### src/eeprom_host_defs.svh
`ifndef EEPROM_HOST_DEFS_SVH
`define EEPROM_HOST_DEFS_SVH

`define CLK_PERIOD_PS      5000
`define T_AS_NS            10
`define T_WP_NS            150
`define T_WPH_NS           50
`define T_DS_NS            135
`define T_DH_NS            15
`define T_RC_NS            300
`define T_OHZ_NS           100
`define T_WC_MS            10
`define NS_MIN_CYC(t)      (((t) * 1000 + `CLK_PERIOD_PS - 1) / `CLK_PERIOD_PS)
`define SETUP_CYC          `NS_MIN_CYC(`T_AS_NS)
`define PULSE_CYC          `NS_MIN_CYC(`T_WP_NS)
`define HOLD_CYC           `NS_MIN_CYC(`T_WPH_NS)
`define READ_CYC           `NS_MIN_CYC(`T_RC_NS)
`define RELEASE_CYC        `NS_MIN_CYC(`T_OHZ_NS)
// cycles per millisecond first, so the product stays inside 32-bit arithmetic
`define WC_CYC             (`T_WC_MS * (1000000000 / `CLK_PERIOD_PS))
`define POLL_VALUE         8'h00
`endif

### src/eeprom_host_pkg.sv
package eeprom_host_pkg;
  typedef enum logic [2:0] {
    ST_IDLE    = 3'b000,
    ST_SETUP   = 3'b001,
    ST_STROBE  = 3'b010,
    ST_RECOVER = 3'b011,
    ST_READ    = 3'b100,
    ST_RELEASE = 3'b101,
    ST_WAIT    = 3'b110
  } state_e;
endpackage

### src/eeprom_host.sv
`timescale 1ns/1ps
`include "eeprom_host_defs.svh"
module eeprom_host #(
  parameter int unsigned WC_CYCLES = `WC_CYC
) (
  input  wire logic       sys_clk_i,
  input  wire logic       nrst_i,
  input  wire logic       req_i,
  input  wire logic       req_write_i,
  input  wire logic       req_poll_i,
  input  wire logic [8:0] req_addr_i,
  input  wire logic [7:0] req_wdata_i,
  output logic            busy_o,
  output logic            done_o,
  output logic            timeout_o,
  output logic [7:0]      rdata_o,
  output logic [8:0]      word_select_o,
  output logic            sel_n_o,
  output logic            drive_n_o,
  output logic            strobe_n_o,
  output logic [7:0]      data_lines_o,
  output logic            data_lines_oe_o,
  input  wire logic [7:0] data_lines_i
);
  localparam logic [23:0] WC_LIMIT = 24'(WC_CYCLES);
  localparam logic [23:0] N_SETUP  = 24'(`SETUP_CYC);
  localparam logic [23:0] N_PULSE  = 24'(`PULSE_CYC);
  localparam logic [23:0] N_HOLD   = 24'(`HOLD_CYC);
  localparam logic [23:0] N_READ   = 24'(`READ_CYC);
  localparam logic [23:0] N_REL    = 24'(`RELEASE_CYC);

  // ----------------------------------------
  // pin input synchroniser
  // ----------------------------------------
  logic [7:0] din_meta;
  logic [7:0] din_sync;
  always_ff @(posedge sys_clk_i) begin
    din_meta <= data_lines_i;
    din_sync <= din_meta;
  end

  // ----------------------------------------
  // access sequencer
  // ----------------------------------------
  eeprom_host_pkg::state_e state;
  eeprom_host_pkg::state_e next_state;
  logic [23:0] cnt, next_cnt;
  logic [23:0] wc_cnt, next_wc_cnt;
  logic        polling, next_polling;
  logic        is_write, next_is_write;
  logic        busy, next_busy;
  logic        done, next_done;
  logic        tmo, next_tmo;
  logic [7:0]  rdata, next_rdata;
  logic [8:0]  addr, next_addr;
  logic [7:0]  wdata, next_wdata;
  logic        sel_n, next_sel_n;
  logic        drv_n, next_drv_n;
  logic        stb_n, next_stb_n;
  logic        oe, next_oe;

  always_comb begin
    next_state = state;
    next_cnt = cnt + 24'h000001;
    next_wc_cnt = wc_cnt;
    next_polling = polling;
    next_is_write = is_write;
    next_busy = busy;
    next_done = 1'b0;
    next_tmo = tmo;
    next_rdata = rdata;
    next_addr = addr;
    next_wdata = wdata;
    next_sel_n = sel_n;
    next_drv_n = drv_n;
    next_stb_n = stb_n;
    next_oe = oe;
    unique case (state)
      eeprom_host_pkg::ST_IDLE: begin
        next_cnt = 24'h000000;
        // select high, drive high: standby with write inhibited
        next_sel_n = 1'b1;
        next_drv_n = 1'b1;
        next_stb_n = 1'b1;
        next_oe = 1'b0;
        if (req_i) begin
          next_busy = 1'b1;
          next_tmo = 1'b0;
          next_addr = req_addr_i;
          next_wdata = req_wdata_i;
          next_is_write = req_write_i;
          next_polling = req_write_i & req_poll_i;
          next_sel_n = 1'b0;
          next_state = eeprom_host_pkg::ST_SETUP;
        end
      end
      eeprom_host_pkg::ST_SETUP: begin
        // address settles before the strobe falls so it is latched stable
        if (cnt + 24'h000001 >= N_SETUP) begin
          next_cnt = 24'h000000;
          if (is_write) begin
            next_stb_n = 1'b0; // select low, drive high, strobe low
            next_oe = 1'b1;
            next_state = eeprom_host_pkg::ST_STROBE;
          end else begin
            next_drv_n = 1'b0; // select low, drive low, strobe high
            next_state = eeprom_host_pkg::ST_READ;
          end
        end
      end
      eeprom_host_pkg::ST_STROBE: begin
        // strobe held well beyond the glitch filter width
        if (cnt + 24'h000001 >= N_PULSE) begin
          next_cnt = 24'h000000;
          next_stb_n = 1'b1; // data latched on strobe rising edge
          next_state = eeprom_host_pkg::ST_RECOVER;
        end
      end
      eeprom_host_pkg::ST_RECOVER: begin
        // keep data driven past the rising edge for hold time
        if (cnt + 24'h000001 >= N_HOLD) begin
          next_cnt = 24'h000000;
          next_oe = 1'b0;
          next_sel_n = 1'b1;
          next_wc_cnt = 24'h000000;
          next_state = eeprom_host_pkg::ST_WAIT;
        end
      end
      eeprom_host_pkg::ST_WAIT: begin
        // device programs alone; host only waits or polls
        next_wc_cnt = wc_cnt + 24'h000001;
        if (wc_cnt + 24'h000001 >= WC_LIMIT) begin
          next_tmo = polling;
          next_busy = 1'b0; // full write cycle elapsed
          next_done = 1'b1;
          next_state = eeprom_host_pkg::ST_IDLE;
        end else if (polling && cnt + 24'h000001 >= N_REL) begin
          next_cnt = 24'h000000;
          next_sel_n = 1'b0;
          next_state = eeprom_host_pkg::ST_SETUP;
          next_is_write = 1'b0;
        end
      end
      eeprom_host_pkg::ST_READ: begin
        next_wc_cnt = wc_cnt + 24'h000001;
        if (cnt + 24'h000001 >= N_READ) begin
          next_cnt = 24'h000000;
          next_rdata = din_sync;
          next_drv_n = 1'b1; // ends the read and frees the bus
          next_sel_n = 1'b1;
          next_state = eeprom_host_pkg::ST_RELEASE;
        end
      end
      eeprom_host_pkg::ST_RELEASE: begin
        next_wc_cnt = wc_cnt + 24'h000001;
        if (cnt + 24'h000001 >= N_REL) begin
          next_cnt = 24'h000000;
          if (!polling) begin
            next_busy = 1'b0;
            next_done = 1'b1;
            next_state = eeprom_host_pkg::ST_IDLE;
          end else if (rdata == wdata) begin
            next_busy = 1'b0; // match: ready for next write
            next_done = 1'b1;
            next_state = eeprom_host_pkg::ST_IDLE;
          end else if (wc_cnt + 24'h000001 >= WC_LIMIT) begin
            next_tmo = 1'b1;
            next_busy = 1'b0;
            next_done = 1'b1;
            next_state = eeprom_host_pkg::ST_IDLE;
          end else begin
            next_state = eeprom_host_pkg::ST_WAIT; // still busy
          end
        end
      end
      default: next_state = eeprom_host_pkg::ST_IDLE;
    endcase
  end

  always_ff @(posedge sys_clk_i) begin
    if (!nrst_i) begin
      state <= eeprom_host_pkg::ST_IDLE;
      cnt <= 24'h000000;
      wc_cnt <= 24'h000000;
      polling <= 1'b0;
      is_write <= 1'b0;
      busy <= 1'b0;
      done <= 1'b0;
      tmo <= 1'b0;
      rdata <= 8'h00;
      addr <= 9'h000;
      wdata <= 8'h00;
      sel_n <= 1'b1;
      drv_n <= 1'b1;
      stb_n <= 1'b1;
      oe <= 1'b0;
    end else begin
      state <= next_state;
      cnt <= next_cnt;
      wc_cnt <= next_wc_cnt;
      polling <= next_polling;
      is_write <= next_is_write;
      busy <= next_busy;
      done <= next_done;
      tmo <= next_tmo;
      rdata <= next_rdata;
      addr <= next_addr;
      wdata <= next_wdata;
      sel_n <= next_sel_n;
      drv_n <= next_drv_n;
      stb_n <= next_stb_n;
      oe <= next_oe;
    end
  end

  assign busy_o = busy;
  assign done_o = done;
  assign timeout_o = tmo;
  assign rdata_o = rdata;
  assign word_select_o = addr;
  assign sel_n_o = sel_n;
  assign drive_n_o = drv_n;
  assign strobe_n_o = stb_n;
  assign data_lines_o = wdata;
  assign data_lines_oe_o = oe;

  // ----------------------------------------
  // assertion helpers
  // ----------------------------------------
  // run lengths saturate so a stuck level cannot wrap back under a limit
  function automatic logic [7:0] run_step(input logic active, input logic [7:0] run);
    if (!active) return 8'h00;
    return (run == 8'hff) ? run : run + 8'h01;
  endfunction

  logic [7:0] stb_run, next_stb_run;
  logic [7:0] hold_run, next_hold_run;
  logic [7:0] drv_run, next_drv_run;

  always_comb begin
    next_stb_run = run_step(!stb_n, stb_run);
    next_hold_run = run_step(oe && stb_n, hold_run);
    next_drv_run = run_step(!drv_n, drv_run);
  end

  always_ff @(posedge sys_clk_i) begin
    if (!nrst_i) begin
      stb_run <= 8'h00;
      hold_run <= 8'h00;
      drv_run <= 8'h00;
    end else begin
      stb_run <= next_stb_run;
      hold_run <= next_hold_run;
      drv_run <= next_drv_run;
    end
  end

  // ----------------------------------------
  // assertions
  // ----------------------------------------
  a_no_write_drive: assert property (@(posedge sys_clk_i) disable iff (!nrst_i)
    !stb_n |-> drv_n && !sel_n) else $error("strobe low with drive low or select high");
  a_strobe_width: assert property (@(posedge sys_clk_i) disable iff (!nrst_i)
    $rose(stb_n) |-> stb_run >= N_PULSE[7:0]) else $error("strobe pulse too short");
  a_no_contention: assert property (@(posedge sys_clk_i) disable iff (!nrst_i)
    oe |-> drv_n) else $error("host drives bus while drive is low");
  a_read_decode: assert property (@(posedge sys_clk_i) disable iff (!nrst_i)
    !drv_n |-> !sel_n && stb_n && !oe) else $error("bad read decode");
  a_addr_stable: assert property (@(posedge sys_clk_i) disable iff (!nrst_i)
    !sel_n && !$past(sel_n) |-> $stable(addr)) else $error("address moved in access");
  a_data_hold: assert property (@(posedge sys_clk_i) disable iff (!nrst_i)
    $fell(oe) |-> hold_run >= N_HOLD[7:0]) else $error("data released too soon");
  a_done_pulse: assert property (@(posedge sys_clk_i) disable iff (!nrst_i)
    done |-> !busy ##1 !done) else $error("done not a single pulse");
  a_read_length: assert property (@(posedge sys_clk_i) disable iff (!nrst_i)
    $rose(drv_n) |-> drv_run >= N_READ[7:0]) else $error("read shorter than cycle time");
  c_write: cover property (@(posedge sys_clk_i) disable iff (!nrst_i) $rose(stb_n));
  c_read: cover property (@(posedge sys_clk_i) disable iff (!nrst_i) $rose(drv_n));
  c_timeout: cover property (@(posedge sys_clk_i) disable iff (!nrst_i) $rose(tmo));
endmodule

### config.mk
export PLATFORM = sky130hd
export DESIGN_NAME = eeprom_host
export DESIGN_NICKNAME = d
export VERILOG_FILES = /design/src/eeprom_host_pkg.sv /design/src/eeprom_host.sv
export VERILOG_INCLUDE_DIRS = /design/src /design/src/src
export SDC_FILE = /design/constraint.sdc
export NUM_CORES = 1
export LEC_CHECK = 0
export BUFFER_PORTS_ARGS = -buffer_cell sky130_fd_sc_hd__buf_2
export CAP_MARGIN = 5
export CORE_AREA = 10 10 114 126
export CTS_CLUSTER_SIZE = 10
export DETAILED_ROUTE_END_ITERATION = 6
export DIE_AREA = 0 0 124 136
export GPL_TIMING_DRIVEN = 0
export PLACE_DENSITY = 0.69
export SLEW_MARGIN = 25
export SYNTH_ARGS = -nofsm -noshare
export SYNTH_HDL_FRONTEND = slang
export SYNTH_SLANG_ARGS = --single-unit
### constraint.sdc
create_clock -name sys_clk_i -period 3.4 [get_ports sys_clk_i]
set_clock_uncertainty 0.05 [all_clocks]
set_input_delay 0.51 -clock sys_clk_i [delete_from_list [all_inputs] [get_ports sys_clk_i]]
set_output_delay 0.51 -clock sys_clk_i [all_outputs]
set_load 0.03 [all_outputs]
# Yosys cells after proc, flatten, opt, wreduce, memory -nomap -nowiden
# Cells that the tools add are included.
# totals
register_bits,101
input_bits,30
output_inout_bits,32
wordCells,129
# op_classes
n_addsub,2
magnitude_cmp,6
eq_ne,22
mux,60
bitwise_logic,1
reduce_logical,21
# op_table
op,n
24-bit two-way mux,8
24-bit one-hot mux with 7 select lines,1
"24-bit by 1-bit adder with 24-bit output, second input constant",2
"24-bit by 5-bit greater-or-equal comparator with 1-bit output, second input constant",2
24-bit one-hot mux with 2 select lines,1
3-bit two-way mux,12
1-bit two-way mux,29
"2-bit inequality test, second input constant",14
"24-bit by 2-bit greater-or-equal comparator with 1-bit output, second input constant",1
"24-bit by 21-bit greater-or-equal comparator with 1-bit output, second input constant",1
"24-bit by 4-bit greater-or-equal comparator with 1-bit output, second input constant",1
"24-bit by 6-bit greater-or-equal comparator with 1-bit output, second input constant",1
3-bit one-hot mux with 7 select lines,1
4-bit AND reduction,4
1-bit one-hot mux with 3 select lines,5
7-bit AND reduction,2
3-bit nonzero test,4
"3-bit == test, second input constant",3
8-bit == test,1
"3-bit by 2-bit == test with 1-bit output, second input constant",2
2-bit AND reduction,3
5-bit AND reduction,1
1-bit one-hot mux with 2 select lines,2
1-bit one-hot mux with 4 select lines,1
9 further kinds,10

# Logic depth before layout (Yosys ltp)
# Gate-level depths: netlist of run 1.
# depth
ltp_word,7
ltp_mapped,12
mapped_depth_nobuf,11

# Worst setup path after synthesis of run 1
# No wires, ideal clock.
# synth_timing
kind,register -> register
start,register cnt[0]
end,register cnt[16]
setup_ns,0.066
t_arrival_ns,3.296
required_time_ns,3.284
setup_slack_ns,-0.012
path_stages_with_launch,13
n_path_buf,2
synth_period_minus_slack_ns,3.412
cell_sequence,dfxtp_1 ha_1 nand3_1 nor2_1 mux2_1 a2bb2oi_1 or4_4 or4_1 buf_4 o32ai_4 o31ai_2 buf_6 a21oi_2
# synth_via
elab_chain_len,6
word_cells_on_any_way,15
cone_classes,add/sub (1); order compare (5); mux (8); reduce/logical (1)
# synth_rtl
item,line_no,text
from (decl),eeprom_host.sv:47,"logic [23:0] cnt, next_cnt;"
from (signal assigned),eeprom_host.sv:199,cnt <= next_cnt;
24-bit by 1-bit adder with 24-bit output (*),n/a,
24-bit by 5-bit greater-or-equal comparator with 1-bit output,"eeprom_host.sv:137, eeprom_host.sv:156",
1-bit logical AND,eeprom_host.sv:137,end else if (polling && cnt + 24'h000001 >= N_REL) begin
24-bit two-way mux,eeprom_host.sv:137,
24-bit two-way mux,eeprom_host.sv:132,if (wc_cnt + 24'h000001 >= WC_LIMIT) begin
24-bit one-hot mux with 7 select lines (*),eeprom_host.sv:78,unique case (state)
# Mark *: on every way between the ends. The rest lies on a longest branch, timed or not.
# A chain may end at the register's enable or synchronous reset.

# Worst setup path in the final report of run 1
# layout_timing
start,register cnt[1]
end,register cnt[16]
# Same word-level chain as after synthesis.

==> metrics, run 1 <==
Clock Power Share 31.1%; worst r2r src cnt[1]; EDFF count, synth 0; share of cells above drive strength 1 25.2%; clock root cell clkbuf_16; CTS max path bufs 2; critical path class reg2reg; Detailed Routing Iterations Pass 1 7; GRT busiest layer met2; relative slew slack 48.1%; chip height 136 um; overall power 3.55 mW; most common cell in the netlist dfxtp_1; vias in the first global route 4857; Antenna Nets Post-Route 0; routability cong. 0.897; Syn-to-layout area delta 23.1%; Reg power frac 38.3%; sequential area share after synthesis 38.8%; Inserted Diodes 0; fin nets 774; syn nets 681; Setup crit start kind flip-flop; Syn Area/Cell 8.03 um^2; total number of vias 5012; Register Area 2050 um^2; GR Layer Usage met3 3.78%; DRC viols 0; initial antenna violation count 0; first-pass GRT wire length 23100 um; PortBufs 61; Finished Cell Area 6410 um^2; async set-or-reset flop fraction in the synthesized netlist 0%; maximum number of pins on one net before global-route repair 21; drt total wl 14000 um; Final Hold Vio Count 0; Max IR drop VDD 0.000362 V; switch share 36.7%; max-cap violations 0; Fin Setup TNS 0 ns; total gr overflow 0; largest area contributor in the netlist dfxtp_1; combinational cell fraction of total power 30.6%; Hold/Removal Path Class in2reg; fin. max-slew vios 0; Yosys reg bits 101; status completed; boundary pin count 62; Multi-input gate area 3140 um^2; Clock Sinks 101; fin crit period 3.37 ns; period utilization 99.1%; Worst Path Max Fanout 7; Starting Density 44.0%; fmax 297 MHz; DP Cell Count 863; Clk Latency, worst-skew pair 0.36 ns; PD cells 554 nW/um^2; Ys Warns 0; Psw 1.30 mW; CTS tree done; area post-placement 5710 um^2; unrepaired setup endpoints after global routing true; Crit. Startpoint cnt[1]; critical path capture point type flip-flop; Core Box Area 11800 um^2; largest cells by area after synthesis dfxtp_1, nand2_1, nor2_1; WP data arrival 3.61 ns; Rows 42; worst min-delay path startpoint data_lines_i[6]; count of cell types in the netlist 71; Int Power 2.25 mW; total global routing track utilization 16.7%; DRT iter0 DRCs 422; WL per Instance 15.6 um; synthesized area 5210 um^2; Post-DP HPWL 9860 um; H-tree depth 3; share of the synthesized area in the top cell type 38.8%; fin cells 900; met2 usage 27.9%; leakage power 2.43 nW; full die area 16900 um^2; via/cell ratio 5.57; CP Data Required Time 3.64 ns; count of final setup violators 0; Post-synth top cells dfxtp_1, nand2_1, nor2_1; hold_buf cts 0; Slew @ Worst Pin 0.771 ns; # fillers 1102; GRT met1 Usage 20.3%; clock transition at the registers of the reported paths 0.08 ns; top_reg_cell synth dfxtp_1; Die X 124 um; Inserted Clock Buffers 9; Mapped Cells 648
[power by group through the flow]
stage / Combinational [mW] / Clock [mW] / Sequential, mW
2_1_floorplan: 0.605 / 0 / 1.48
3_3_place_gp: 0.974 / 0 / 1.38
3_5_place_dp: 0.987 / 0 / 1.38
4_1_cts: 1.05 / 1.13 / 1.36
5_1_grt: 1.19 / 1.17 / 1.37
6_report: 1.09 / 1.10 / 1.36
[cell type report]
type                    count  share of cell area [%]
clock buffers               9                    3.51
well taps                 154                    3.01
flip-flops and latches    101                    32.0
clock inverters             7                    1.56
repair buffers             82                    7.40
multi-input cells         498                    48.9
plain buffers              33                    2.62
inverters                  16                   0.937
[registers in the layout, summed over array words and instances (netlist names)]
name             cells
done_o               1
rdata_o              8
wc_cnt              24
is_write             1
drive_n_o            1
polling              1
strobe_n_o           1
word_select_o        9
data_lines_o         8
busy_o               1
din_sync             8
timeout_o            1
sel_n_o              1
data_lines_oe_o      1
state                3
din_meta             8
cnt                 24
[repair_timing]
item	4_1_cts	5_1_grt
resized for setup	21	49
setup endpoints to repair	57	59
cloned	1	1
setup buffers	8	11
pin swaps	5	14
[kinds of logic after synthesis]
logic type,Yosys count,share of synthesized area [%]
buf+inv,49,4.04
compound gates,146,18.8
fa+ha+maj,3,0.721
simple gates,297,28.5
flops,101,38.8
xor+xnor,36,6.06
mux,16,3.12
[routing by layer]
metal,up-vias,routed length [um]
li1,2511,-
met1,2357,6190
met2,125,6900
met3,19,698
met4,0,231
met5,-,0
[cells in the final DEF (no fill, tap or decap), types with 7 or more instances in the layout]
cell	n
nand2_1	85
dfxtp_1	84
buf_2	62
nor2_1	57
a21oi_1	41
nand3_1	28
o21ai_0	28
clkbuf_1	23
nor3_1	22
xnor2_1	19
buf_4	19
xor2_1	17
nor2_2	16
inv_1	14
mux2i_1	14
a31oi_1	13
dfxtp_2	13
nand4_1	10
nor4_1	10
or2_2	9
clkbuf_16	9
buf_6	8
or3_1	7
[critical path: stages, from the launching register on]
cell and delay, ns:
dfxtp_4 0.39, ha_4 0.16, nand3_4 0.09, nor2_4 0.10, mux2_1 0.32, a2bb2oi_1 0.15
or4_4 0.54, or4_4 0.55, buf_6 0.16, o32ai_4 0.30, o31ai_4 0.10, buf_6 0.15
buf_6 0.14, a21oi_2 0.09
[final timing paths]
path | end | slack [ns] | depth (start not counted)
worst max-delay path | cnt[16] | 0.03 | 13
worst min-delay path | din_meta[6] | 0.20 | 1
worst max register to register | cnt[16] | 0.03 | 13
worst min register to register | din_sync[7] | 0.28 | 0
[metrics by stage]
step / worst slack (ns) / hold slack [ns] / util (%)
after floorplan: 0.0308 / 0.260 / -
after global placement: -0.267 / 0.260 / 48.3
after detailed placement: -0.362 / 0.262 / 48.3
after CTS: 0.00222 / 0.187 / 52.2
after global routing: -0.0352 / 0.189 / 54.2
final: 0.0293 / 0.196 / 54.2
No activity file was read; power rests on OpenSTA's default activity.
==> inputs of run 2 (changes only) <==
==> constraint.sdc (replaced) <==
create_clock -name sys_clk_i -period 3.4 [get_ports sys_clk_i]
set_clock_uncertainty 0.05 [all_clocks]
set_input_delay 0.17 -clock sys_clk_i [delete_from_list [all_inputs] [get_ports sys_clk_i]]
set_output_delay 0.17 -clock sys_clk_i [all_outputs]
set_load 0.03 [all_outputs]
==> run 2 against run 1 <==
Critical path depth did not move. Die area did not move. Count of clock-buffer cells in the layout did not move.
==> metrics, run 2 (same netlist as run 1, synthesis figures left out) <==
status completed (unchanged); Inserted Diodes 0 (unchanged); WP data arrival 3.61 ns (about the same); hold path endpoint data_lines_o[7] (was din_meta[6]); CP Data Required Time 3.64 ns (about the same); clock transition at the registers of the reported paths 0.08 ns (about the same); Inserted Clock Buffers 9 (unchanged); Starting Density 44.0% (unchanged); commonest cells after routing, fill and taps aside nand2_1, dfxtp_1, buf_2 (unchanged); Clock Sinks 101 (unchanged); via/cell ratio 5.52 (was 5.57); worst r2r dst cnt[16] (unchanged); clock root cell clkbuf_16 (unchanged); DP Cell Count 863 (unchanged); fmax 296 MHz (was 297 MHz); Hold/Removal Path Class in2reg (unchanged); maximum number of pins on one net before global-route repair 21 (unchanged); WL per Instance 15.7 um (was 15.6 um); Max IR drop VDD 0.000400 V (was 0.000362 V); PD cells 541 nW/um^2 (was 554 nW/um^2); fin crit period 3.37 ns (about the same); period utilization 99.2% (was 99.1%); worst min-delay path startpoint req_wdata_i[7] (was data_lines_i[6]); Detailed Routing Iterations Pass 1 6 (was 7); count of final setup violators 0 (unchanged); Worst Path Max Fanout 7 (unchanged); PortBufs 61 (unchanged); Slew @ Worst Pin 0.756 ns (was 0.771 ns); CTS tree done (unchanged); routability cong. 0.897 (unchanged); full die area 16900 um^2 (unchanged); vias in the first global route 5007 (was 4857); Worst R2R Setup Slack 0.03 ns (about the same); Clk Latency, worst-skew pair 0.36 ns (about the same); boundary pin count 62 (unchanged); CTS max path bufs 2 (unchanged); fin nets 796 (was 774); total number of vias 5094 (was 5012); fin. max-slew vios 0 (unchanged); Syn-to-layout area delta 27.4% (was 23.1%); Core Box Area 11800 um^2 (unchanged); Die X 124 um (unchanged); H-tree depth 3 (unchanged); worst r2r src cnt[1] (unchanged); Finished Cell Area 6630 um^2 (was 6410 um^2); Setup crit start kind flip-flop (unchanged); initial antenna violation count 0 (unchanged); max-cap violations 0 (unchanged); first-pass GRT wire length 23900 um (was 23100 um); Rows 42 (unchanged); commonest non-fill, non-tap cell in the layout nand2_1 (unchanged); total gr overflow 0 (unchanged); DRT iter0 DRCs 476 (was 422); Final Hold Vio Count 0 (unchanged); Post-DP HPWL 9860 um (unchanged); Fin Setup TNS 0 ns (unchanged); worst hold stages 3 (was 1); critical path capture point type flip-flop (unchanged); critical path class reg2reg (unchanged); DRC viols 0 (unchanged); total global routing track utilization 17.3% (was 16.7%); chip height 136 um (unchanged); drt total wl 14500 um (was 14000 um); fin cells 922 (was 900); leakage power 2.52 nW (was 2.43 nW); unrepaired setup endpoints after global routing true (unchanged); share of cells above drive strength 1 24.5% (was 25.2%); Antenna Nets Post-Route 0 (unchanged); relative slew slack 49.2% (was 48.1%); Reg2Reg Depth 13 (unchanged); area post-placement 5710 um^2 (unchanged)
## run 2: cell types whose count changed in the layout (fill, tap and decap cells not counted), sizes merged
cell         previous run  this run
dlygate4sd3             0        22
## run 2: worst max-delay path by stage
| stage | from | end | slack, ns | cells after the start |
|---|---|---|---|---|
| 2_1_floorplan | cnt[0] | cnt[16] | 0.03 | 12 |
| 3_3_place_gp | cnt[0] | rdata_o[3] | -0.27 | 11 |
| 3_5_place_dp | wc_cnt[12] | cnt[10] | -0.36 | 10 |
| 4_1_cts | cnt[8] | cnt[20] | 0.002 | 12 |
| 5_1_grt | cnt[2] | cnt[16] | -0.03 | 13 |
| 6_report | cnt[1] | cnt[16] | 0.03 | 13 |
## run 2: metal layers
metal  up-vias  GRT usage (%)  wire (um)
li1       2550              -          -
met4         0           6.53        245
met3        19           3.90        805
met1      2379           20.7       6250
met5         -              0          0
met2       146           29.4       7200
## run 2: layout make-up
class,instances,area [um^2]
tap,154,193
sequential,101,2050
clock inverter,7,100
multi-input combinational,498,3140
inverter,16,60.1
fill,1062,5190
timing repair buffer,104,694
buffer,33,168
clock buffer,9,225
## run 2: through the flow
stage	power [mW]	hold slack, ns	worst slack (ns)	utilization [%]
2_1_floorplan	2.09	0.148	0.0308	-
3_3_place_gp	2.35	0.225	-0.267	48.3
3_5_place_dp	2.37	0.224	-0.362	48.3
4_1_cts	3.56	0.000890	0.00222	54.1
5_1_grt	3.76	0.00789	-0.0324	56.1
6_report	3.59	0.0103	0.0265	56.1
## run 2: what timing repair did
action	CTS	global route
cloned	1	1
hold buffers	22	0
setup endpoints to repair	57	59
gates resized for setup	21	49
pin swaps	5	14
endpoints found under the hold margin	22	0
buffers inserted	8	11
## run 2: critical path, stage by stage, from the launching register on
cell and delay, ns:
dfxtp_4 0.39, ha_4 0.16, nand3_4 0.09, nor2_4 0.10
mux2_1 0.32, a2bb2oi_1 0.15, or4_4 0.54, or4_4 0.55
buf_6 0.16, o32ai_4 0.30, o31ai_4 0.10, buf_6 0.14
buf_6 0.14, a21oi_2 0.09
## run 2: power by group
| group | internal (mW) | switching, mW |
|---|---|---|
| Clock | 0.597 | 0.515 |
| Combinational | 0.383 | 0.733 |
| Sequential | 1.28 | 0.0759 |
==> inputs of run 3 (changes only) <==
--- a/config.mk
+++ b/config.mk
@@ -6,6 +6,7 @@
 export SDC_FILE = /design/constraint.sdc
 export NUM_CORES = 1
 export LEC_CHECK = 0
+export ABC_CLOCK_PERIOD_IN_PS = 3400
 export BUFFER_PORTS_ARGS = -buffer_cell sky130_fd_sc_hd__buf_2
 export CAP_MARGIN = 5
 export CORE_AREA = 10 10 114 126
@@ -13,6 +14,7 @@
 export DETAILED_ROUTE_END_ITERATION = 6
 export DIE_AREA = 0 0 124 136
 export GPL_TIMING_DRIVEN = 0
+export MAX_ROUTING_LAYER = met4
 export PLACE_DENSITY = 0.69
 export SLEW_MARGIN = 25
 export SYNTH_ARGS = -nofsm -noshare
==> run 3 against run 2 <==
Sequential power about the same. Wire length increased by 1.9%. First-iteration DRC count decreased by 4.2%. Cell area decreased by 0.21%. Highest routed layer unchanged.
==> metrics, run 3 (same netlist as run 1, synthesis figures left out) <==
Inserted Clock Buffers 9 (unchanged); Hold/Removal Path Class in2reg (unchanged); clock root cell clkbuf_16 (unchanged); first-pass GRT wire length 23500 um (was 23900 um); Clk Latency, worst-skew pair 0.36 ns (about the same); WL per Instance 16.0 um (was 15.7 um); Max IR drop VDD 0.000395 V (was 0.000400 V); Reg power frac 38.6% (was 37.9%); hold path endpoint data_lines_o[3] (was data_lines_o[7]); maximum number of pins on one net before global-route repair 21 (unchanged); share of cells above drive strength 1 24.5% (unchanged); total gr overflow 0 (unchanged); period utilization 98.5% (was 99.2%); Util after Layout 56.0% (was 56.1%); fin cells 922 (unchanged); fin. max-slew vios 0 (unchanged); total global routing track utilization 17.6% (was 17.3%); max-cap violations 0 (unchanged); combinational cell fraction of total power 31.7% (was 31.1%); count of final setup violators 0 (unchanged); critical path's slowest cell nor4_2 (was or4_4); full die area 16900 um^2 (unchanged); Detailed Routing Iterations Pass 1 5 (was 6); Clock Power Share 29.7% (was 31.0%); Post-DP HPWL 9940 um (was 9860 um); Die X 124 um (unchanged); critical path class reg2reg (unchanged); Worst Path Max Fanout 5 (was 7); vias in the first global route 4838 (was 5007); commonest cells after routing, fill and taps aside nand2_1, dfxtp_1, buf_2 (unchanged); overall power 3.53 mW (was 3.59 mW); DP Cell Count 863 (unchanged); Core Box Area 11800 um^2 (unchanged); max incr delay on CP 0.57 ns (was 0.55 ns); crit path cell chain nand4_1 > buf_4 > nor4_2 > a211oi_1 > o211ai_1 > nor4_1 > a21boi_0 > a21oi_2 > o31ai_4 > buf_6 > nor2_2 (was ha_4 > nand3_4 > nor2_4 > mux2_1 > a2bb2oi_1 > or4_4 > or4_4 > buf_6 > o32ai_4 > o31ai_4 > buf_6 > buf_6 > a21oi_2); Inserted Diodes 0 (unchanged); Reg2Reg Depth 11 (was 13); fin nets 796 (unchanged); fmax 298 MHz (was 296 MHz); Psw 1.34 mW (was 1.32 mW); Setup crit start kind flip-flop (unchanged); WP buf/inv 2 (was 3); clock transition at the registers of the reported paths 0.08 ns (about the same); worst r2r dst cnt[12] (was cnt[16]); fin crit period 3.35 ns (was 3.37 ns); largest delay contributor family on the critical path compound AO/OA/AOI/OAI gates (was simple AND/OR/NAND/NOR gates); Final Hold Vio Count 0 (unchanged); via/cell ratio 5.63 (was 5.52); PD cells 534 nW/um^2 (was 541 nW/um^2); switch share 37.9% (was 36.9%); Hold Slack 0.00825 ns (was 0.0103 ns); PortBufs 61 (unchanged); status completed (unchanged); relative slew slack 44.8% (was 49.2%); drt total wl 14800 um (was 14500 um); DRC viols 0 (unchanged); Fin Setup TNS 0 ns (unchanged); chip height 136 um (unchanged); CTS tree done (unchanged); worst hold stages 3 (unchanged); routability cong. 0.913 (was 0.897); WP data arrival 3.55 ns (was 3.61 ns); CP Data Required Time 3.60 ns (was 3.64 ns); Int Power 2.19 mW (was 2.26 mW); critical path capture point type flip-flop (unchanged); worst r2r src cnt[4] (was cnt[1]); boundary pin count 62 (unchanged); Worst R2R Setup Slack 0.05 ns (was 0.03 ns); initial antenna violation count 0 (unchanged); worst min-delay path startpoint req_wdata_i[3] (was req_wdata_i[7]); CTS max path bufs 2 (unchanged); leakage power 2.53 nW (was 2.52 nW); Clock Sinks 101 (unchanged); commonest non-fill, non-tap cell in the layout nand2_1 (unchanged); Rows 42 (unchanged); Starting Density 44.0% (unchanged); Syn-to-layout area delta 27.1% (was 27.4%); Slew @ Worst Pin 0.821 ns (was 0.756 ns); total number of vias 5191 (was 5094); DRT iter0 DRCs 456 (was 476); Antenna Nets Post-Route 0 (unchanged); H-tree depth 3 (unchanged)
==> run 3: area by class of cell <==
cell class,instances,area (um^2)
plain buffers,32,164
repair buffers,105,703
well taps,154,193
inverters,16,60.1
clock inverters,7,80.1
flip-flops and latches,101,2050
fillers,1070,5210
clock buffers,9,225
multi-input cells,498,3140
==> run 3: power by group through the flow <==
stage / Clock [mW] / Sequential (mW) / Combinational, mW
CTS: 1.07 / 1.36 / 1.07
global placement: 0 / 1.38 / 0.975
floorplan: 0 / 1.48 / 0.605
detailed placement: 0 / 1.38 / 0.992
global route: 1.12 / 1.37 / 1.21
finish: 1.05 / 1.36 / 1.12
==> run 3: timing repair <==
item	in CTS	in global routing
pin swaps	6	14
gates resized for setup	20	44
endpoints found under the setup margin	57	60
cloned	1	1
endpoints found under the hold margin	19	0
setup buffers	7	16
hold buffers	19	0
==> run 3: metal layers <==
layer	wire length [um]	GRT usage (%)
met2	7340	28.4
met1	6290	20.9
met3	752	3.53
met5	0	-
met4	393	7.04
==> run 3: worst register-to-register path, delay by kind of cell, from the launching register on <==
family | cells | cell delay, ns
AO/OA/AOI/OAI | 5 | 1.44
AND/OR/NAND/NOR | 4 | 0.97
buffers and inverters | 2 | 0.43
flip-flops | 1 | 0.35
==> run 3: how the worst max path moves through the flow <==
stage                    from    endpoint  slack [ns]  cells past startpoint
floorplan              cnt[0]     cnt[16]        0.03                     12
global placement       cnt[0]  rdata_o[3]       -0.27                     11
detailed placement  wc_cnt[0]     cnt[10]       -0.31                     12
CTS                    cnt[1]     cnt[12]       0.004                     12
global route           cnt[4]     cnt[16]       -0.06                     11
finish                 cnt[4]     cnt[12]        0.05                     11
==> run 3: metrics by stage <==
step                worst slack (ns)  area, um^2
CTS                          0.00421        6340
finish                        0.0494        6620
global route                 -0.0551        6620
detailed placement            -0.313        5710
global placement              -0.267        5710
floorplan                     0.0308        5210
